--- config.mk ---
export PLATFORM = sky130hd
export DESIGN_NAME = deep_sleep_clock_gating
export DESIGN_NICKNAME = d
export VERILOG_FILES = /design/src/logic/clock_gate_pkg.sv /design/src/logic/deep_sleep_clock_gating.sv
export SDC_FILE = /design/constraint.sdc
export NUM_CORES = 1
export LEC_CHECK = 0
export ABC_AREA = 0
export BUFFER_PORTS_ARGS = -buffer_cell sky130_fd_sc_hd__buf_4
export CAP_MARGIN = 15
export CORE_MARGIN = 2
export CORE_UTILIZATION = 51
export DETAILED_ROUTE_END_ITERATION = 8
export GPL_TIMING_DRIVEN = 1
export PLACE_DENSITY = 0.79
export SKIP_CTS_REPAIR_TIMING = 1
export SLEW_MARGIN = 20
export SYNTH_ARGS = -nofsm -noshare
export SYNTH_HDL_FRONTEND = slang
export SYNTH_SLANG_ARGS = --single-unit
--- constraint.sdc ---
create_clock -name i_sys_clk -period 2.8 [get_ports i_sys_clk]
set_clock_uncertainty 0.15 [all_clocks]
set_input_delay 0.28 -clock i_sys_clk [delete_from_list [all_inputs] [get_ports i_sys_clk]]
set_output_delay 0.28 -clock i_sys_clk [all_outputs]
set_load 0.05 [all_outputs]
--- src/logic/clock_gate_pkg.sv ---
// package: register map, field layout and unit enumeration for the clock gating block
`default_nettype none
package clock_gate_pkg;
  localparam int ADDR_W = 12;
  localparam int DATA_W = 32;
  localparam int NUM_UNITS = 12;
  localparam logic [31:0] SYSCTL_BASE = 32'h400FE000;
  localparam logic [11:0] RUN_GATE_OFFSET = 12'h104;
  localparam logic [11:0] SLEEP_GATE_OFFSET = 12'h114;
  localparam logic [11:0] DEEP_GATE_OFFSET = 12'h124;
  localparam logic [11:0] RUN_CFG_OFFSET = 12'h060;
  localparam logic [11:0] INT_STATUS_OFFSET = 12'h200;
  localparam logic [11:0] INT_MASK_OFFSET = 12'h204;
  localparam logic [11:0] MODE_STATUS_OFFSET = 12'h208;
  localparam logic [31:0] GATE_RESET = 32'h00000000;
  localparam logic [31:0] GATE_WRITABLE = 32'h070F1017;
  localparam int AUTO_GATE_BIT = 27;
  localparam logic [31:0] RUN_CFG_WRITABLE = 32'h08000000;
  localparam logic [31:0] RUN_CFG_RESET = 32'h00000000;
  localparam int COMPARATOR_2_CLOCK_GATE_BIT = 26;
  localparam int COMPARATOR_1_CLOCK_GATE_BIT = 25;
  localparam int COMPARATOR_0_CLOCK_GATE_BIT = 24;
  localparam int GP_TIMER_3_CLOCK_GATE_BIT = 19;
  localparam int GP_TIMER_2_CLOCK_GATE_BIT = 18;
  localparam int GP_TIMER_1_CLOCK_GATE_BIT = 17;
  localparam int GP_TIMER_0_CLOCK_GATE_BIT = 16;
  localparam int TWI0_BIT = 12;
  localparam int SSER0_BIT = 4;
  localparam int ASER2_BIT = 2;
  localparam int ASER1_BIT = 1;
  localparam int ASER0_BIT = 0;
  // interrupt status bits
  localparam int EV_FAULT_BIT = 0;
  localparam int EV_MODE_BIT = 1;
  localparam int NUM_EVENTS = 2;

  typedef enum logic [1:0] {PM_RUN, PM_SLEEP, PM_DEEP} power_mode_t;

  typedef struct packed {
    logic wr;
    logic rd;
    logic [ADDR_W-1:0] addr;
    logic [DATA_W-1:0] wdata;
  } reg_req_t;

  typedef struct packed {
    logic valid;
    logic fault;
    logic [3:0] unit;
  } unit_access_t;
endpackage
`default_nettype wire

--- src/logic/deep_sleep_clock_gating.sv ---
// clock enable control for peripheral units across run, sleep and deep-sleep
//
// Local design decision: the plain strobed port.
`default_nettype none

module deep_sleep_clock_gating
  import clock_gate_pkg::*;
#(
  parameter int UNITS = NUM_UNITS
)(
  // clock and reset
  input wire logic i_sys_clk,
  input wire logic i_reset_n,
  // register port
  input wire logic [ADDR_W-1:0] i_addr,
  input wire logic [DATA_W-1:0] i_wdata,
  input wire logic i_wr,
  input wire logic i_rd,
  output logic [DATA_W-1:0] o_rdata,
  // power mode from the sequencer
  input wire logic i_sleep,
  input wire logic i_deep_sleep,
  // peripheral access from the system bus
  input wire logic i_unit_access,
  input wire logic [3:0] i_unit_sel,
  output logic o_unit_fault,
  output logic o_unit_done,
  // unit clock enables and interrupt
  output logic [UNITS-1:0] o_unit_clk_en,
  output logic o_irq
);

  logic rst_meta_reg;
  logic rst_sync_reg;
  always_ff @(posedge i_sys_clk or negedge i_reset_n)
  begin
    if (!i_reset_n)
    begin
      rst_meta_reg <= 1'b0;
      rst_sync_reg <= 1'b0;
    end
    else
    begin
      rst_meta_reg <= 1'b1;
      rst_sync_reg <= rst_meta_reg;
    end
  end
  wire rst_n = rst_sync_reg;

  // map a 32-bit gating word to the dense unit enable vector
  function automatic logic [NUM_UNITS-1:0] unit_vec(input logic [31:0] g);
    unit_vec = {g[COMPARATOR_2_CLOCK_GATE_BIT], g[COMPARATOR_1_CLOCK_GATE_BIT], g[COMPARATOR_0_CLOCK_GATE_BIT],
                g[GP_TIMER_3_CLOCK_GATE_BIT], g[GP_TIMER_2_CLOCK_GATE_BIT], g[GP_TIMER_1_CLOCK_GATE_BIT], g[GP_TIMER_0_CLOCK_GATE_BIT],
                g[TWI0_BIT],
                g[SSER0_BIT],
                g[ASER2_BIT], g[ASER1_BIT], g[ASER0_BIT]};
  endfunction

  reg_req_t req;
  assign req = '{wr: i_wr, rd: i_rd, addr: i_addr, wdata: i_wdata};

  logic [31:0] run_gate_reg;
  logic [31:0] sleep_gate_reg;
  logic [31:0] deep_gate_reg;
  logic [31:0] run_cfg_reg;
  logic [NUM_EVENTS-1:0] int_status_reg;
  logic [NUM_EVENTS-1:0] int_mask_reg;
  power_mode_t mode_reg;
  power_mode_t mode_next;
  logic [DATA_W-1:0] rdata_reg;
  logic [UNITS-1:0] clk_en_reg;
  logic fault_reg;
  logic done_reg;
  logic irq_reg;

  wire hit_run = req.addr == RUN_GATE_OFFSET;
  wire hit_sleep = req.addr == SLEEP_GATE_OFFSET;
  wire hit_deep = req.addr == DEEP_GATE_OFFSET;
  wire hit_cfg = req.addr == RUN_CFG_OFFSET;
  wire hit_ists = req.addr == INT_STATUS_OFFSET;
  wire hit_imsk = req.addr == INT_MASK_OFFSET;
  wire hit_mode = req.addr == MODE_STATUS_OFFSET;
  wire auto_gate = run_cfg_reg[AUTO_GATE_BIT];
  wire [31:0] wr_gate = req.wdata & GATE_WRITABLE;
  wire wr_run = req.wr && hit_run;
  wire wr_sleep = req.wr && hit_sleep;
  wire wr_deep = req.wr && hit_deep;
  wire wr_cfg = req.wr && hit_cfg;
  wire wr_ists = req.wr && hit_ists;
  wire wr_imsk = req.wr && hit_imsk;

  // sleep sets only count while automatic gating is on
  always_comb
  begin
    mode_next = PM_RUN;
    if (auto_gate && i_deep_sleep)
      mode_next = PM_DEEP;
    else if (auto_gate && i_sleep)
      mode_next = PM_SLEEP;
  end

  logic [31:0] active_gate;
  always_comb
  begin
    case (mode_next)
      PM_RUN: active_gate = run_gate_reg;
      PM_SLEEP: active_gate = sleep_gate_reg;
      PM_DEEP: active_gate = deep_gate_reg;
      default: active_gate = run_gate_reg;
    endcase
  end
  wire [UNITS-1:0] en_next = UNITS'(unit_vec(active_gate));

  // a fault uses the enable actually driven this cycle
  wire sel_ok = 32'(i_unit_sel) < UNITS;
  wire unit_on = sel_ok && clk_en_reg[i_unit_sel[3:0]];
  unit_access_t acc;
  assign acc = '{valid: i_unit_access, fault: i_unit_access && !unit_on, unit: i_unit_sel};
  wire mode_change = mode_next != mode_reg;
  wire [NUM_EVENTS-1:0] ev_set = {mode_change, acc.fault};
  // irq follows the status and mask landing on this edge, so a clear drops it at once
  wire [NUM_EVENTS-1:0] clear_mask = wr_ists ? req.wdata[NUM_EVENTS-1:0] : '0;
  wire [NUM_EVENTS-1:0] status_next = (int_status_reg & ~clear_mask) | ev_set;
  wire [NUM_EVENTS-1:0] mask_next = wr_imsk ? req.wdata[NUM_EVENTS-1:0] : int_mask_reg;

  logic [DATA_W-1:0] rd_mux;
  always_comb
  begin
    rd_mux = '0;
    if (hit_run)
      rd_mux = run_gate_reg;
    else if (hit_sleep)
      rd_mux = sleep_gate_reg;
    else if (hit_deep)
      rd_mux = deep_gate_reg & GATE_WRITABLE;
    else if (hit_cfg)
      rd_mux = run_cfg_reg;
    else if (hit_ists)
      rd_mux = 32'(int_status_reg);
    else if (hit_imsk)
      rd_mux = 32'(int_mask_reg);
    else if (hit_mode)
      rd_mux = 32'(mode_reg);
  end

  always_ff @(posedge i_sys_clk or negedge rst_n)
  begin
    if (!rst_n)
      run_gate_reg <= GATE_RESET;
    else if (wr_run)
      run_gate_reg <= wr_gate;
  end

  always_ff @(posedge i_sys_clk or negedge rst_n)
  begin
    if (!rst_n)
      sleep_gate_reg <= GATE_RESET;
    else if (wr_sleep)
      sleep_gate_reg <= wr_gate;
  end

  // only unit bits ever reach the stored deep-sleep word
  always_ff @(posedge i_sys_clk or negedge rst_n)
  begin
    if (!rst_n)
      deep_gate_reg <= GATE_RESET;
    else if (wr_deep)
      deep_gate_reg <= wr_gate;
  end

  always_ff @(posedge i_sys_clk or negedge rst_n)
  begin
    if (!rst_n)
      run_cfg_reg <= RUN_CFG_RESET;
    else if (wr_cfg)
      run_cfg_reg <= req.wdata & RUN_CFG_WRITABLE;
  end

  // set wins over a write-one-to-clear in the same cycle
  always_ff @(posedge i_sys_clk or negedge rst_n)
  begin
    if (!rst_n)
    begin
      int_status_reg <= '0;
      int_mask_reg <= '0;
    end
    else
    begin
      int_status_reg <= status_next;
      int_mask_reg <= mask_next;
    end
  end

  always_ff @(posedge i_sys_clk or negedge rst_n)
  begin
    if (!rst_n)
    begin
      mode_reg <= PM_RUN;
      clk_en_reg <= '0;
    end
    else
    begin
      mode_reg <= mode_next;
      clk_en_reg <= en_next;
    end
  end

  // fault and done are one-cycle answers and never come together
  always_ff @(posedge i_sys_clk or negedge rst_n)
  begin
    if (!rst_n)
    begin
      fault_reg <= 1'b0;
      done_reg <= 1'b0;
    end
    else
    begin
      fault_reg <= acc.fault;
      done_reg <= acc.valid && !acc.fault;
    end
  end

  // read data are zero outside the cycle after the strobe
  always_ff @(posedge i_sys_clk or negedge rst_n)
  begin
    if (!rst_n)
      rdata_reg <= '0;
    else
      rdata_reg <= req.rd ? rd_mux : '0;
  end

  always_ff @(posedge i_sys_clk or negedge rst_n)
  begin
    if (!rst_n)
      irq_reg <= 1'b0;
    else
      irq_reg <= |(status_next & mask_next);
  end

  assign o_unit_clk_en = clk_en_reg;
  assign o_unit_fault = fault_reg;
  assign o_unit_done = done_reg;
  assign o_rdata = rdata_reg;
  assign o_irq = irq_reg;

  a_reset_gates_off: assert property (@(posedge i_sys_clk)
    $rose(rst_n) |-> clk_en_reg == '0)
    else $error("unit enables not zero after reset");
  a_deep_write_follow: assert property (@(posedge i_sys_clk) disable iff (!rst_n)
    (req.wr && hit_deep && auto_gate && i_deep_sleep) ##1 (auto_gate && i_deep_sleep)
      |=> o_unit_clk_en == UNITS'(unit_vec($past(req.wdata, 2))))
    else $error("deep gating write not reflected in enables");
  a_gated_faults: assert property (@(posedge i_sys_clk) disable iff (!rst_n)
    (i_unit_access && sel_ok && !clk_en_reg[i_unit_sel]) |=> o_unit_fault && !o_unit_done)
    else $error("access to gated unit did not fault");
  a_enabled_completes: assert property (@(posedge i_sys_clk) disable iff (!rst_n)
    (i_unit_access && unit_on) |=> !o_unit_fault && o_unit_done)
    else $error("access to clocked unit faulted");
  a_reserved_zero: assert property (@(posedge i_sys_clk) disable iff (!rst_n)
    (req.rd && hit_deep) |=> (o_rdata & ~GATE_WRITABLE) == '0)
    else $error("reserved gating bits read nonzero");
  a_run_without_auto: assert property (@(posedge i_sys_clk) disable iff (!rst_n)
    !auto_gate |=> o_unit_clk_en == UNITS'(unit_vec($past(run_gate_reg))))
    else $error("run gating not in force without auto gating");
  a_deep_selects: assert property (@(posedge i_sys_clk) disable iff (!rst_n)
    (auto_gate && i_deep_sleep) |=> o_unit_clk_en == UNITS'(unit_vec($past(deep_gate_reg))))
    else $error("deep-sleep set not selected");
  a_deep_readback: assert property (@(posedge i_sys_clk) disable iff (!rst_n)
    (req.wr && hit_deep) ##1 (req.rd && hit_deep && !req.wr) |=>
      o_rdata == ($past(req.wdata, 2) & GATE_WRITABLE))
    else $error("deep gating register readback wrong");
  a_rdata_one_cycle: assert property (@(posedge i_sys_clk) disable iff (!rst_n)
    !req.rd |=> o_rdata == '0)
    else $error("read data outside its cycle");
  a_sleep_selects: assert property (@(posedge i_sys_clk) disable iff (!rst_n)
    (auto_gate && i_sleep && !i_deep_sleep) |=>
      o_unit_clk_en == UNITS'(unit_vec($past(sleep_gate_reg))))
    else $error("sleep set not selected");
  // bit placement checked on the enables, apart from the mapping function
  a_comparator_bits: assert property (@(posedge i_sys_clk) disable iff (!rst_n)
    o_unit_clk_en[11:9] == $past({active_gate[COMPARATOR_2_CLOCK_GATE_BIT], active_gate[COMPARATOR_1_CLOCK_GATE_BIT],
      active_gate[COMPARATOR_0_CLOCK_GATE_BIT]}))
    else $error("comparator enables misplaced");
  a_timer_bits: assert property (@(posedge i_sys_clk) disable iff (!rst_n)
    o_unit_clk_en[8:5] == $past(active_gate[GP_TIMER_3_CLOCK_GATE_BIT:GP_TIMER_0_CLOCK_GATE_BIT]))
    else $error("timer enables misplaced");
  a_two_wire_bit: assert property (@(posedge i_sys_clk) disable iff (!rst_n)
    o_unit_clk_en[4] == $past(active_gate[TWI0_BIT]))
    else $error("two-wire port enable misplaced");
  a_sync_serial_bit: assert property (@(posedge i_sys_clk) disable iff (!rst_n)
    o_unit_clk_en[3] == $past(active_gate[SSER0_BIT]))
    else $error("synchronous serial enable misplaced");
  a_async_serial_bits: assert property (@(posedge i_sys_clk) disable iff (!rst_n)
    o_unit_clk_en[2:0] == $past(active_gate[ASER2_BIT:ASER0_BIT]))
    else $error("asynchronous serial enables misplaced");
  a_reserved_store: assert property (@(posedge i_sys_clk) disable iff (!rst_n)
    wr_deep |=> (deep_gate_reg & ~GATE_WRITABLE) == '0)
    else $error("reserved deep gating bits stored");
  a_gates_reserved_zero: assert property (@(posedge i_sys_clk) disable iff (!rst_n)
    ((run_gate_reg | sleep_gate_reg) & ~GATE_WRITABLE) == '0)
    else $error("reserved run or sleep gating bits stored");
  a_cfg_reserved_zero: assert property (@(posedge i_sys_clk) disable iff (!rst_n)
    (run_cfg_reg & ~RUN_CFG_WRITABLE) == '0)
    else $error("reserved clock configuration bits stored");
  a_fault_flagged: assert property (@(posedge i_sys_clk) disable iff (!rst_n)
    o_unit_fault |-> int_status_reg[EV_FAULT_BIT])
    else $error("fault not recorded in status");
  a_fault_sticky: assert property (@(posedge i_sys_clk) disable iff (!rst_n)
    (int_status_reg[EV_FAULT_BIT] && !(wr_ists && req.wdata[EV_FAULT_BIT])) |=>
      int_status_reg[EV_FAULT_BIT])
    else $error("fault status lost without a clear");
  a_mode_event: assert property (@(posedge i_sys_clk) disable iff (!rst_n)
    mode_change |=> int_status_reg[EV_MODE_BIT])
    else $error("mode change not recorded in status");
  a_irq_level: assert property (@(posedge i_sys_clk) disable iff (!rst_n)
    o_irq == |(int_status_reg & int_mask_reg))
    else $error("interrupt level does not follow status and mask");
  a_irq_needs_mask: assert property (@(posedge i_sys_clk) disable iff (!rst_n)
    o_irq |-> int_mask_reg != '0)
    else $error("interrupt raised with every source masked");
  a_single_answer: assert property (@(posedge i_sys_clk) disable iff (!rst_n)
    !(o_unit_fault && o_unit_done))
    else $error("fault and completion in one cycle");
  a_answer_needs_access: assert property (@(posedge i_sys_clk) disable iff (!rst_n)
    !i_unit_access |=> !o_unit_fault && !o_unit_done)
    else $error("unit answer without an access");

  c_fault_seen: cover property (@(posedge i_sys_clk) disable iff (!rst_n) o_unit_fault);
  c_deep_mode: cover property (@(posedge i_sys_clk) disable iff (!rst_n)
    mode_reg == PM_DEEP && o_unit_clk_en != '0);
  c_irq_raised: cover property (@(posedge i_sys_clk) disable iff (!rst_n) $rose(o_irq));
  c_sleep_mode: cover property (@(posedge i_sys_clk) disable iff (!rst_n) mode_reg == PM_SLEEP);
  c_write_then_read: cover property (@(posedge i_sys_clk) disable iff (!rst_n)
    wr_deep ##1 (req.rd && hit_deep));
endmodule
`default_nettype wire

# Word-level counts from Yosys, hierarchy flattened
# Index checks and enable logic that the tools add are counted.
# Widths: inputs -> output; s select.
[word_totals]
regBits = 92
latch_bits = 0
ram_bits = 0
mem_bits_ro = 0
output_inout_bits = 47
word_cells = 59
memories = 0
[classes]
add_sub_neg = 0
multipliers = 0
div_mod_pow = 0
n_lt_le_gt_ge = 2
n_eq_ne = 10
shifts = 0
n_mux = 15
n_bitwise = 4
reduce_logical = 14
[ops]
columns = ["op", "count"]
rows = [
  ["$mux 32", 3],
  ["$mux 28", 2],
  ["$pmux 27 s2", 1],
  ["$eq 12x10->1 const B", 3],
  ["$eq 12x9->1 const B", 3],
  ["$eq 12x7->1 const B", 1],
  ["$mux 2", 6],
  ["$logic_and 1x1->1", 11],
  ["$lt 4x5->1 const B", 1],
  ["$and 2x2->2", 2],
  ["$bmux 1 s4", 1],
  ["$lt 4x4->1 const B", 1],
  ["$eq 2x1->1 const B", 1],
  ["$eq 2x2->1 const B", 1],
  ["$logic_not 1->1", 2],
  ["$mux 1", 2],
  ["$ne 2x2->1", 1],
  ["$not 2->2", 1],
  ["$or 2x2->2", 1],
  ["$reduce_or 2->1", 1],
]

# Logic depth before layout (Yosys ltp)
# Gate-level depths: netlist of the first run.
[depth]
word_depth = 9
depth_mapped = 7

# Worst setup path after synthesis of the first run
# OpenSTA, ideal clock, no wires.
[synth_path]
path_kind = "reg2reg"
start = "register clk_en_reg[3], in the netlist o_unit_clk_en[3]"
end = "register irq_reg, in the netlist o_irq"
t_arrival_ns = 1.786
t_required_ns = 2.586
setup_slack_ns = 0.801
stages_incl_launch_ff = 6
cell_sequence = "dfrtp_1 mux4_2 or2_1 a221oi_2 a21o_2 a22o_2"
[synth_lines]
columns = ["element", "line_no", "text"]
rows = [
  ["start: declaration", "deep_sleep_clock_gating.sv:71", "logic [UNITS-1:0] clk_en_reg;"],
  ["start signal: assignment", "deep_sleep_clock_gating.sv:204", "clk_en_reg <= en_next;"],
  ["end signal: assignment", "deep_sleep_clock_gating.sv:237", "irq_reg <= |(status_next & mask_next);"],
  ["end: declaration", "deep_sleep_clock_gating.sv:74", "logic irq_reg;"],
]

==> run_results.csv, run 1 <==
group,metric,value,unit
die,dieArea,7420,um^2
critical_path,ff2ff_path_depth,5,
sta,finalSetupViolations,0,
logic_synthesis,synth_seq_area_share,53.1,%
logic_synthesis,yosysTopAreaCell,"dfrtp_1",
power,ir_drop,0.000413,V
status,status,"complete, no violations",
logic_synthesis,synth_top_area_share,53.1,%
die,ios,102,
logic_synthesis,synth_edf_count,0,
place,dp_hpwl,5.52,mm
detailed_routing,top_layer,"met4",
critical_path,worstSetupPathDepth,5,
cells_and_area,largest_register_ffs,13,
detailed_routing,routed_wirelength,8.02,mm
detailed_routing,routedWlPerCell,17.8,um
die,core,6420,um^2
power,power,0.00223,W
critical_path,crit_type,"reg2reg",
sta,worst_pin_slew,0.584,ns
place,gp_congestion,0.820,
detailed_routing,postRouteAntennaNets,0,
die,start_util,53.6,%
logic_synthesis,ys_warn_count,0,
detailed_routing,vias_per_cell,5.84,
flow_run,cap_violations,0,
clocking,clockBufferDepth,2,
critical_path,critPathArrivalTime,2.19,ns
die,rows,29,
sta,fin_ws,0.740,ns
critical_path,crit_path_max_incr_delay,0.44,ns
logic_synthesis,syn_inst,300,
clocking,clock_sinks,73,
global_routing,antenna_found_initial,0,
sta,period_needed,2.06,ns
detailed_routing,drc,0,
critical_path,crit_fanout,2,
hold_path,worstHoldPathCells,2,
logic_synthesis,synth_flop_cell,"dfrtp_1",
sta,holdWs,0.0218,ns
logic_synthesis,synthTopCellsByArea,"dfrtp_1 (53%), mux2_2 (13%), buf_4 (4.6%)",
die,die_h,86.1,um
critical_path,critPathSlowestCell,"mux4_2",
detailed_routing,drt_iter0_markers,163,
logic_synthesis,ys_types,40,
critical_path,crit_buf_inv,0,
global_routing,grt_pass1_wl,12.9,mm
logic_synthesis,ys_ff_latch,73,
logic_synthesis,synth_most_common_cell,"dfrtp_1",
critical_path,cp-end-kind,"flip-flop",
clocking,cts_buffers,9,
clocking,clk_latency,0.35,ns
clocking,clk_transition_reported_paths,0.08,ns
clocking,cts-htree-levels,3,
global_routing,grt_pass1_vias,2675,
sta,maxSlewHeadroom,61.1,%
global_routing,track_usage,22.9,%
place,dp_slack,0.715,ns
critical_path,worstSetupStartpointType,"flip-flop",
detailed_routing,drt-pass1-iter-count,4,
detailed_routing,vias,2630,
cells_and_area,antenna_cells,0,
critical_path,cp_cell_sequence,"mux4_2, or2_1, a221oi_2, a21o_2, a22o_2",
critical_path,crit_required,2.93,ns
sta,hold_viol,0,
logic_synthesis,synth_common_cells,"dfrtp_1 (73), mux2_2 (39), nand2_1 (24), o22ai_1 (24), buf_4 (21)",
detailed_routing,wl_met3,489,um
detailed_routing,wl_met1,3.26,mm
logic_synthesis,avgSynthCellArea,11.5,um^2
die,fp.dieW,86.1,um
global_routing,grt_max_degree,27,
cells_and_area,drive_gt1_share,36.2,%
clocking,cts_tree,"done",
power,powerDensity,534,nW/um^2
sta,max_freq,485,MHz
detailed_routing,met2_length,4.17,mm
critical_path,critPathTopFamily,"compound AO/OA/AOI/OAI gates",
power,p_leak,2.09,nW
hold_path,worstHoldPathType,"in2reg",
global_routing,grt_overflow,0,
sta,finalCritPeriodShare,73.6,%
clocking,clock-root-buffer,"clkbuf_8",
place,io_buffers,63,
cells_and_area,layout-area-overhead-vs-synth,21.5,%
cells_and_area,fillers,509,
logic_synthesis,synthArstFlopShare,100,%
cells_and_area,final_nets,423,
sta,rsz0062_at_grt,"false",
sta,slew_violations,0,
sta,tns,0,ns
logic_synthesis,synth_area,3440,um^2
final cells by class:
| cell class | count | area (um^2) | area share (%) |
|---|---|---|---|
| clock buffers | 11 | 151 | 3.62 |
| inverters | 6 | 22.5 | 0.539 |
| repair buffers | 72 | 546 | 13.0 |
| multi-input cells | 206 | 1450 | 34.7 |
| flip-flops and latches | 73 | 1830 | 43.7 |
| well taps | 77 | 96.3 | 2.30 |
| clock inverters | 5 | 85.1 | 2.04 |
through the flow:
stage / cell area (um^2) / std cells / utilization (%)
floorplan: 3510 / 318 / -
global placement: 3920 / 432 / 61.1
detailed placement: 3920 / 432 / 61.1
CTS: 4160 / 448 / 64.8
global route: 4180 / 450 / 65.1
finish: 4180 / 450 / 65.1
cell families after synthesis:
family	count (synthesis)	share of synthesized area [%]
other	2	0.218
buffers and inverters	39	6.66
AND/OR/NAND/NOR	70	10.7
multiplexers	54	18.0
AO/OA/AOI/OAI	62	11.3
flip-flops	73	53.1
worst paths after layout:
check	from	endpoint	slack (ns)
worst max-delay path	o_unit_clk_en[0]	o_irq	0.74
max in group asynchronous	rst_n	deep_gate_reg[26]	1.67
worst min register to register	rst_n	deep_gate_reg[12]	0.11
worst min-delay path	i_wdata[27]	run_cfg_reg[27]	0.02
worst max register to register	o_unit_clk_en[0]	o_irq	0.74
min in group asynchronous	i_reset_n	rst_n	0.11
layout by cell type, fill, tap and decap left out, types with 3 or more instances in the layout:
master / Yosys / final
and2_1: 11 / 11
o21ai_0: 11 / 11
nor2b_1: 3 / 3
nand2_1: 24 / 24
a21oi_1: 16 / 16
o22ai_1: 24 / 24
buf_4: 21 / 70
dfrtp_1: 73 / 72
a221oi_1: 3 / 3
mux2i_1: 13 / 13
nor3_1: 4 / 4
clkbuf_8: 0 / 11
conb_1: 2 / 20
nor2_1: 10 / 10
mux2_2: 39 / 39
inv_1: 6 / 6
layer usage:
metal | vias up | track usage, %
met3 | 11 | 6.06
met5 | - | 0
met2 | 100 | 39.5
met1 | 1341 | 28.2
li1 | 1178 | -
met4 | 0 | 7.07
power by group:
| part | switching [W] | leakage [nW] | internal (W) | total, W |
|---|---|---|---|---|
| registers | 0.0000112 | 1.00 | 0.00106 | 0.00107 |
| clock network | 0.000408 | 0.116 | 0.000555 | 0.000964 |
| logic | 0.000135 | 0.973 | 0.0000630 | 0.000198 |
(Power assumes the default switching activity.)
==> inputs of run 2 (changes only) <==
--- a/config.mk
+++ b/config.mk
@@ -9,10 +9,10 @@
 export BUFFER_PORTS_ARGS = -buffer_cell sky130_fd_sc_hd__buf_4
 export CAP_MARGIN = 15
 export CORE_MARGIN = 2
-export CORE_UTILIZATION = 51
+export CORE_UTILIZATION = 47
 export DETAILED_ROUTE_END_ITERATION = 8
 export GPL_TIMING_DRIVEN = 1
-export PLACE_DENSITY = 0.79
+export PLACE_DENSITY = 0.77
 export SKIP_CTS_REPAIR_TIMING = 1
 export SLEW_MARGIN = 20
 export SYNTH_ARGS = -nofsm -noshare
==> constraint.sdc (replaced) <==
create_clock -name i_sys_clk -period 1.67 [get_ports i_sys_clk]
set_clock_uncertainty 0.15 [all_clocks]
set_input_delay 0.167 -clock i_sys_clk [delete_from_list [all_inputs] [get_ports i_sys_clk]]
set_output_delay 0.167 -clock i_sys_clk [all_outputs]
set_load 0.05 [all_outputs]
==> run 2 against run 1 <==
Compared with the run above: the run now ends with hold timing, setup timing left; first-iteration DRC count rose by 75%; power is 67% higher; clock-buffer cell count decreased by 1; core utilization increased by 0.42 points; die area is 8.1% higher; setup slack got worse by 0.97 ns; final cell count up 16%; clock power grew 59%; critical path type unchanged; global-route usage is 0.74 points lower; largest power group unchanged; register-to-register slack got worse by 0.97 ns.
==> run_results.csv, run 2 (same netlist as run 1, synthesis figures left out) <==
group,metric,value,unit
critical_path,cp-end-kind,"flip-flop",
place,gp_congestion,0.833,
sta,tns,-0.341,ns
critical_path,critPathLaunch,"o_unit_clk_en[2]",
die,fp.dieW,89.5,um
cells_and_area,final_cell_mix,"buf_4 (96), dfrtp_1 (64), mux2_2 (39)",
sta,fin_ws,-0.232,ns
global_routing,grt_overflow,0,
cells_and_area,drive_gt1_share,41.9,%
cells_and_area,antenna_cells,0,
sta,hold_viol,1,
cells_and_area,largest_register_ffs,13,
sta,finalSetupViolations,3,
critical_path,worstSetupStartpointType,"flip-flop",
global_routing,antenna_found_initial,0,
die,dieArea,8020,um^2
place,placedCellCount,484,
sta,rsz0062_at_grt,"true",
cells_and_area,final_cells,521,
power,p_leak,2.31,nW
power,ir_drop,0.000439,V
hold_path,worstHoldPathType,"in2reg",
global_routing,grt_pass1_vias,2657,
critical_path,critPathTopFamily,"compound AO/OA/AOI/OAI gates",
critical_path,crit_path_max_incr_delay,0.46,ns
die,start_util,47.9,%
power,powerDensity,794,nW/um^2
place,dp_hpwl,5.81,mm
clocking,clk_transition_reported_paths,0.09,ns
critical_path,r2r-start,"o_unit_clk_en[2]",
clocking,cts_tree,"done",
hold_path,hold-path-endpoint,"o_unit_fault",
sta,slew_violations,0,
detailed_routing,routed_wirelength,8.75,mm
status,status,"finished with violations",
critical_path,r2r-end,"o_irq",
die,ios,102,
clocking,clockBufferDepth,2,
die,core,7180,um^2
place,dp_slack,-0.243,ns
critical_path,crit_buf_inv,0,
global_routing,track_usage,22.2,%
global_routing,grt_max_degree,72,
detailed_routing,drt_iter0_markers,285,
flow_run,cap_violations,0,
sta,period_needed,1.90,ns
hold_path,worstHoldPathCells,3,
die,rows,31,
clocking,clk_latency,0.36,ns
place,io_buffers,63,
die,die_h,89.5,um
critical_path,cp_cell_sequence,"mux4_2, or2_4, a221oi_4, a21o_2, a22o_2",
cells_and_area,final_util,65.5,%
cells_and_area,mostFrequentLayoutCell,"buf_4",
critical_path,critPathSlowestCell,"mux4_2",
critical_path,ff2ff_path_depth,5,
detailed_routing,drt-pass1-iter-count,6,
critical_path,crit_type,"reg2reg",
cells_and_area,fillers,556,
cells_and_area,regArea,1840,um^2
status,failed_checks,"hold timing, setup timing",
cells_and_area,layout-area-overhead-vs-synth,36.7,%
detailed_routing,routedWlPerCell,16.8,um
critical_path,crit_required,1.81,ns
critical_path,reg2reg_slack,-0.23,ns
detailed_routing,postRouteAntennaNets,0,
cells_and_area,multi_input_area,1480,um^2
detailed_routing,vias_per_cell,5.56,
hold_path,hp-start,"i_unit_sel[3]",
detailed_routing,vias,2899,
sta,finalCritPeriodShare,114,%
critical_path,crit_fanout,2,
detailed_routing,drc,0,
sta,max_freq,526,MHz
critical_path,critPathArrivalTime,2.04,ns
cells_and_area,final_nets,472,
clocking,clock-root-buffer,"clkbuf_8",
clocking,clock_sinks,73,
sta,holdWs,-0.00491,ns
global_routing,grt_pass1_wl,13.2,mm
clocking,cts_buffers,9,
clocking,cts-htree-levels,3,
[run 2: how the worst max path moves through the flow]
stage / to / slack (ns) / cells after the start
floorplan: o_irq / -0.25 / 5
global route: o_irq / -0.28 / 5
finish: o_irq / -0.23 / 5
global placement: o_irq / -0.22 / 5
CTS: o_irq / -0.26 / 5
detailed placement: o_irq / -0.24 / 5
[run 2: final cells by class]
| type | count | share of cell area [%] |
|---|---|---|
| tap | 99 | 2.64 |
| sequential | 73 | 39.1 |
| multi-input combinational | 206 | 31.4 |
| clock inverter | 6 | 1.97 |
| inverter | 6 | 0.479 |
| clock buffer | 10 | 2.71 |
| timing repair buffer | 121 | 21.7 |
[run 2: per-layer routing]
| layer | part of all wire, % | track usage [%] |
|---|---|---|
| met5 | 0 | 0 |
| met4 | 2.5 | 8.96 |
| met3 | 7.0 | 4.71 |
| met2 | 51 | 37.7 |
| met1 | 39 | 27.5 |
[run 2: where the power goes]
part / internal (W) / leakage, nW / switching, W
clock: 0.000846 / 0.103 / 0.000685
sequential: 0.00178 / 0.990 / 0.00000771
combinational: 0.000162 / 1.22 / 0.000255
[run 2: stage by stage]
stage	hold WS, ns	total power, W	cell area, um^2
CTS	-0.570	0.00369	4470
finish	-0.00491	0.00373	4700
floorplan	-0.279	0.00206	3530
detailed placement	-0.198	0.00219	4250
global route	0.00153	0.00386	4700
global placement	-0.200	0.00219	4250
[run 2: worst min-delay path: stages]
cell,delay (ns)
buf_4,0.10
or2_4,0.13
a221oi_4,0.06
==> inputs of run 3 (changes only) <==
--- a/config.mk
+++ b/config.mk
@@ -11,7 +11,9 @@
 export CORE_MARGIN = 2
 export CORE_UTILIZATION = 47
 export DETAILED_ROUTE_END_ITERATION = 8
+export GPL_ROUTABILITY_DRIVEN = 0
 export GPL_TIMING_DRIVEN = 1
+export HOLD_SLACK_MARGIN = 0.15
 export PLACE_DENSITY = 0.77
 export SKIP_CTS_REPAIR_TIMING = 1
 export SLEW_MARGIN = 20
==> run 3 against run 2 <==
Compared with the run above: first-iteration DRC count shrank 12%; highest routed layer unchanged; sequential power is essentially flat; the flow still finishes with violations (hold timing, setup timing); fmax grew 0.11%; critical path depth is the same.
==> run_results.csv, run 3 (same netlist as run 1, synthesis figures left out) <==
group,metric,value,unit
hold_path,hp-start,"i_unit_sel[3]",
clocking,clock_sinks,73,
cells_and_area,largest_register_ffs,13,
critical_path,crit_fanout,2,
clocking,clk_latency,0.35,ns
die,die_h,89.5,um
cells_and_area,layout-area-overhead-vs-synth,37.0,%
detailed_routing,vias_per_cell,5.50,
cells_and_area,finalInstanceArea,4710,um^2
clocking,cts-htree-levels,3,
global_routing,grt_pass1_vias,2657,
die,dieArea,8020,um^2
detailed_routing,vias,2871,
global_routing,grt_max_degree,72,
power,clock_power_share,40.9,%
critical_path,critPathArrivalTime,2.04,ns
detailed_routing,routedWlPerCell,16.7,um
sta,max_freq,526,MHz
critical_path,critPathLaunch,"o_unit_clk_en[2]",
sta,period_needed,1.90,ns
cells_and_area,final_util,65.6,%
clocking,clk_transition_reported_paths,0.08,ns
detailed_routing,drt-pass1-iter-count,5,
place,place_area,4250,um^2
place,dp_slack,-0.243,ns
global_routing,grt_overflow,0,
power,p_seq_share,47.9,%
clocking,clockBufferDepth,2,
cells_and_area,mostFrequentLayoutCell,"buf_4",
power,p_int,0.00279,W
detailed_routing,drt_iter0_markers,252,
flow_run,cap_violations,0,
cells_and_area,final_cell_mix,"buf_4 (96), dfrtp_1 (64), mux2_2 (39)",
sta,finalSetupViolations,3,
clocking,cts_buffers,9,
power,powerDensity,792,nW/um^2
die,rows,31,
sta,holdWs,-0.00172,ns
power,switchingPower,0.000941,W
critical_path,ff2ff_path_depth,5,
power,switching_share,25.2,%
global_routing,grt_pass1_wl,13.2,mm
critical_path,crit_required,1.81,ns
global_routing,antenna_found_initial,0,
critical_path,r2r-start,"o_unit_clk_en[2]",
critical_path,worstSetupStartpointType,"flip-flop",
sta,fin_ws,-0.230,ns
status,status,"finished with violations",
clocking,cts_tree,"done",
cells_and_area,final_nets,473,
power,power.share.combinational,11.2,%
critical_path,crit_type,"reg2reg",
detailed_routing,postRouteAntennaNets,0,
critical_path,r2r-end,"o_irq",
place,io_buffers,63,
status,failed_checks,"hold timing, setup timing",
power,ir_drop,0.000443,V
place,dp_hpwl,5.81,mm
critical_path,cp-end-kind,"flip-flop",
sta,slew_violations,0,
hold_path,hold-path-endpoint,"o_unit_fault",
hold_path,worstHoldPathType,"in2reg",
die,core,7180,um^2
sta,finalCritPeriodShare,114,%
sta,tns,-0.332,ns
sta,rsz0062_at_grt,"true",
die,ios,102,
hold_path,worstHoldPathCells,3,
detailed_routing,drc,0,
die,start_util,47.9,%
power,p_leak,2.32,nW
sta,hold_viol,1,
detailed_routing,routed_wirelength,8.72,mm
cells_and_area,antenna_cells,0,
die,fp.dieW,89.5,um
clocking,clock-root-buffer,"clkbuf_8",
critical_path,reg2reg_slack,-0.23,ns
cells_and_area,fillers,554,
cells_and_area,drive_gt1_share,41.8,%
global_routing,track_usage,22.2,%
-- run 3: worst max path at each step --
| stage | endpoint | slack [ns] | depth (start not counted) |
|---|---|---|---|
| detailed placement | o_irq | -0.24 | 5 |
| CTS | o_irq | -0.26 | 5 |
| global placement | o_irq | -0.22 | 5 |
| floorplan | o_irq | -0.25 | 5 |
| finish | o_irq | -0.23 | 5 |
| global route | o_irq | -0.28 | 5 |
-- run 3: power by group through the flow --
stage,combinational (W),sequential (W),clock (W)
after floorplan,0.000205,0.00186,0
after global placement,0.000365,0.00182,0
after detailed placement,0.000370,0.00182,0
after CTS,0.000373,0.00179,0.00154
after global routing,0.000453,0.00179,0.00162
final,0.000418,0.00179,0.00153
-- run 3: layout make-up --
class | instances | area (um^2) | share of cell area [%]
inverter | 6 | 22.5 | 0.478
clock inverter | 6 | 92.6 | 1.97
tap | 99 | 124 | 2.63
multi-input combinational | 206 | 1480 | 31.3
timing repair buffer | 122 | 1030 | 21.9
clock buffer | 10 | 128 | 2.71
sequential | 73 | 1840 | 39.0
-- run 3: worst max-delay path, stage by stage, from the launching register on --
cell	delay [ns]
dfrtp_2	0.40
mux4_2	0.46
or2_4	0.26
a221oi_4	0.30
a21o_2	0.13
a22o_2	0.13
-- run 3: per-layer routing --
metal | track usage (%) | routed length (um) | vias up
li1 | - | - | 1286
met1 | 27.5 | 3440 | 1414
met2 | 37.7 | 4530 | 152
met3 | 4.71 | 556 | 19
met4 | 8.96 | 191 | 0
met5 | 0 | 0 | -
-- run 3: per-stage QoR --
step	instances	power, W	hold WS [ns]
after CTS	500	0.00369	-0.570
after floorplan	318	0.00206	-0.279
after global routing	522	0.00386	0.00153
final	522	0.00373	-0.00172
after global placement	484	0.00219	-0.200
after detailed placement	484	0.00219	-0.198
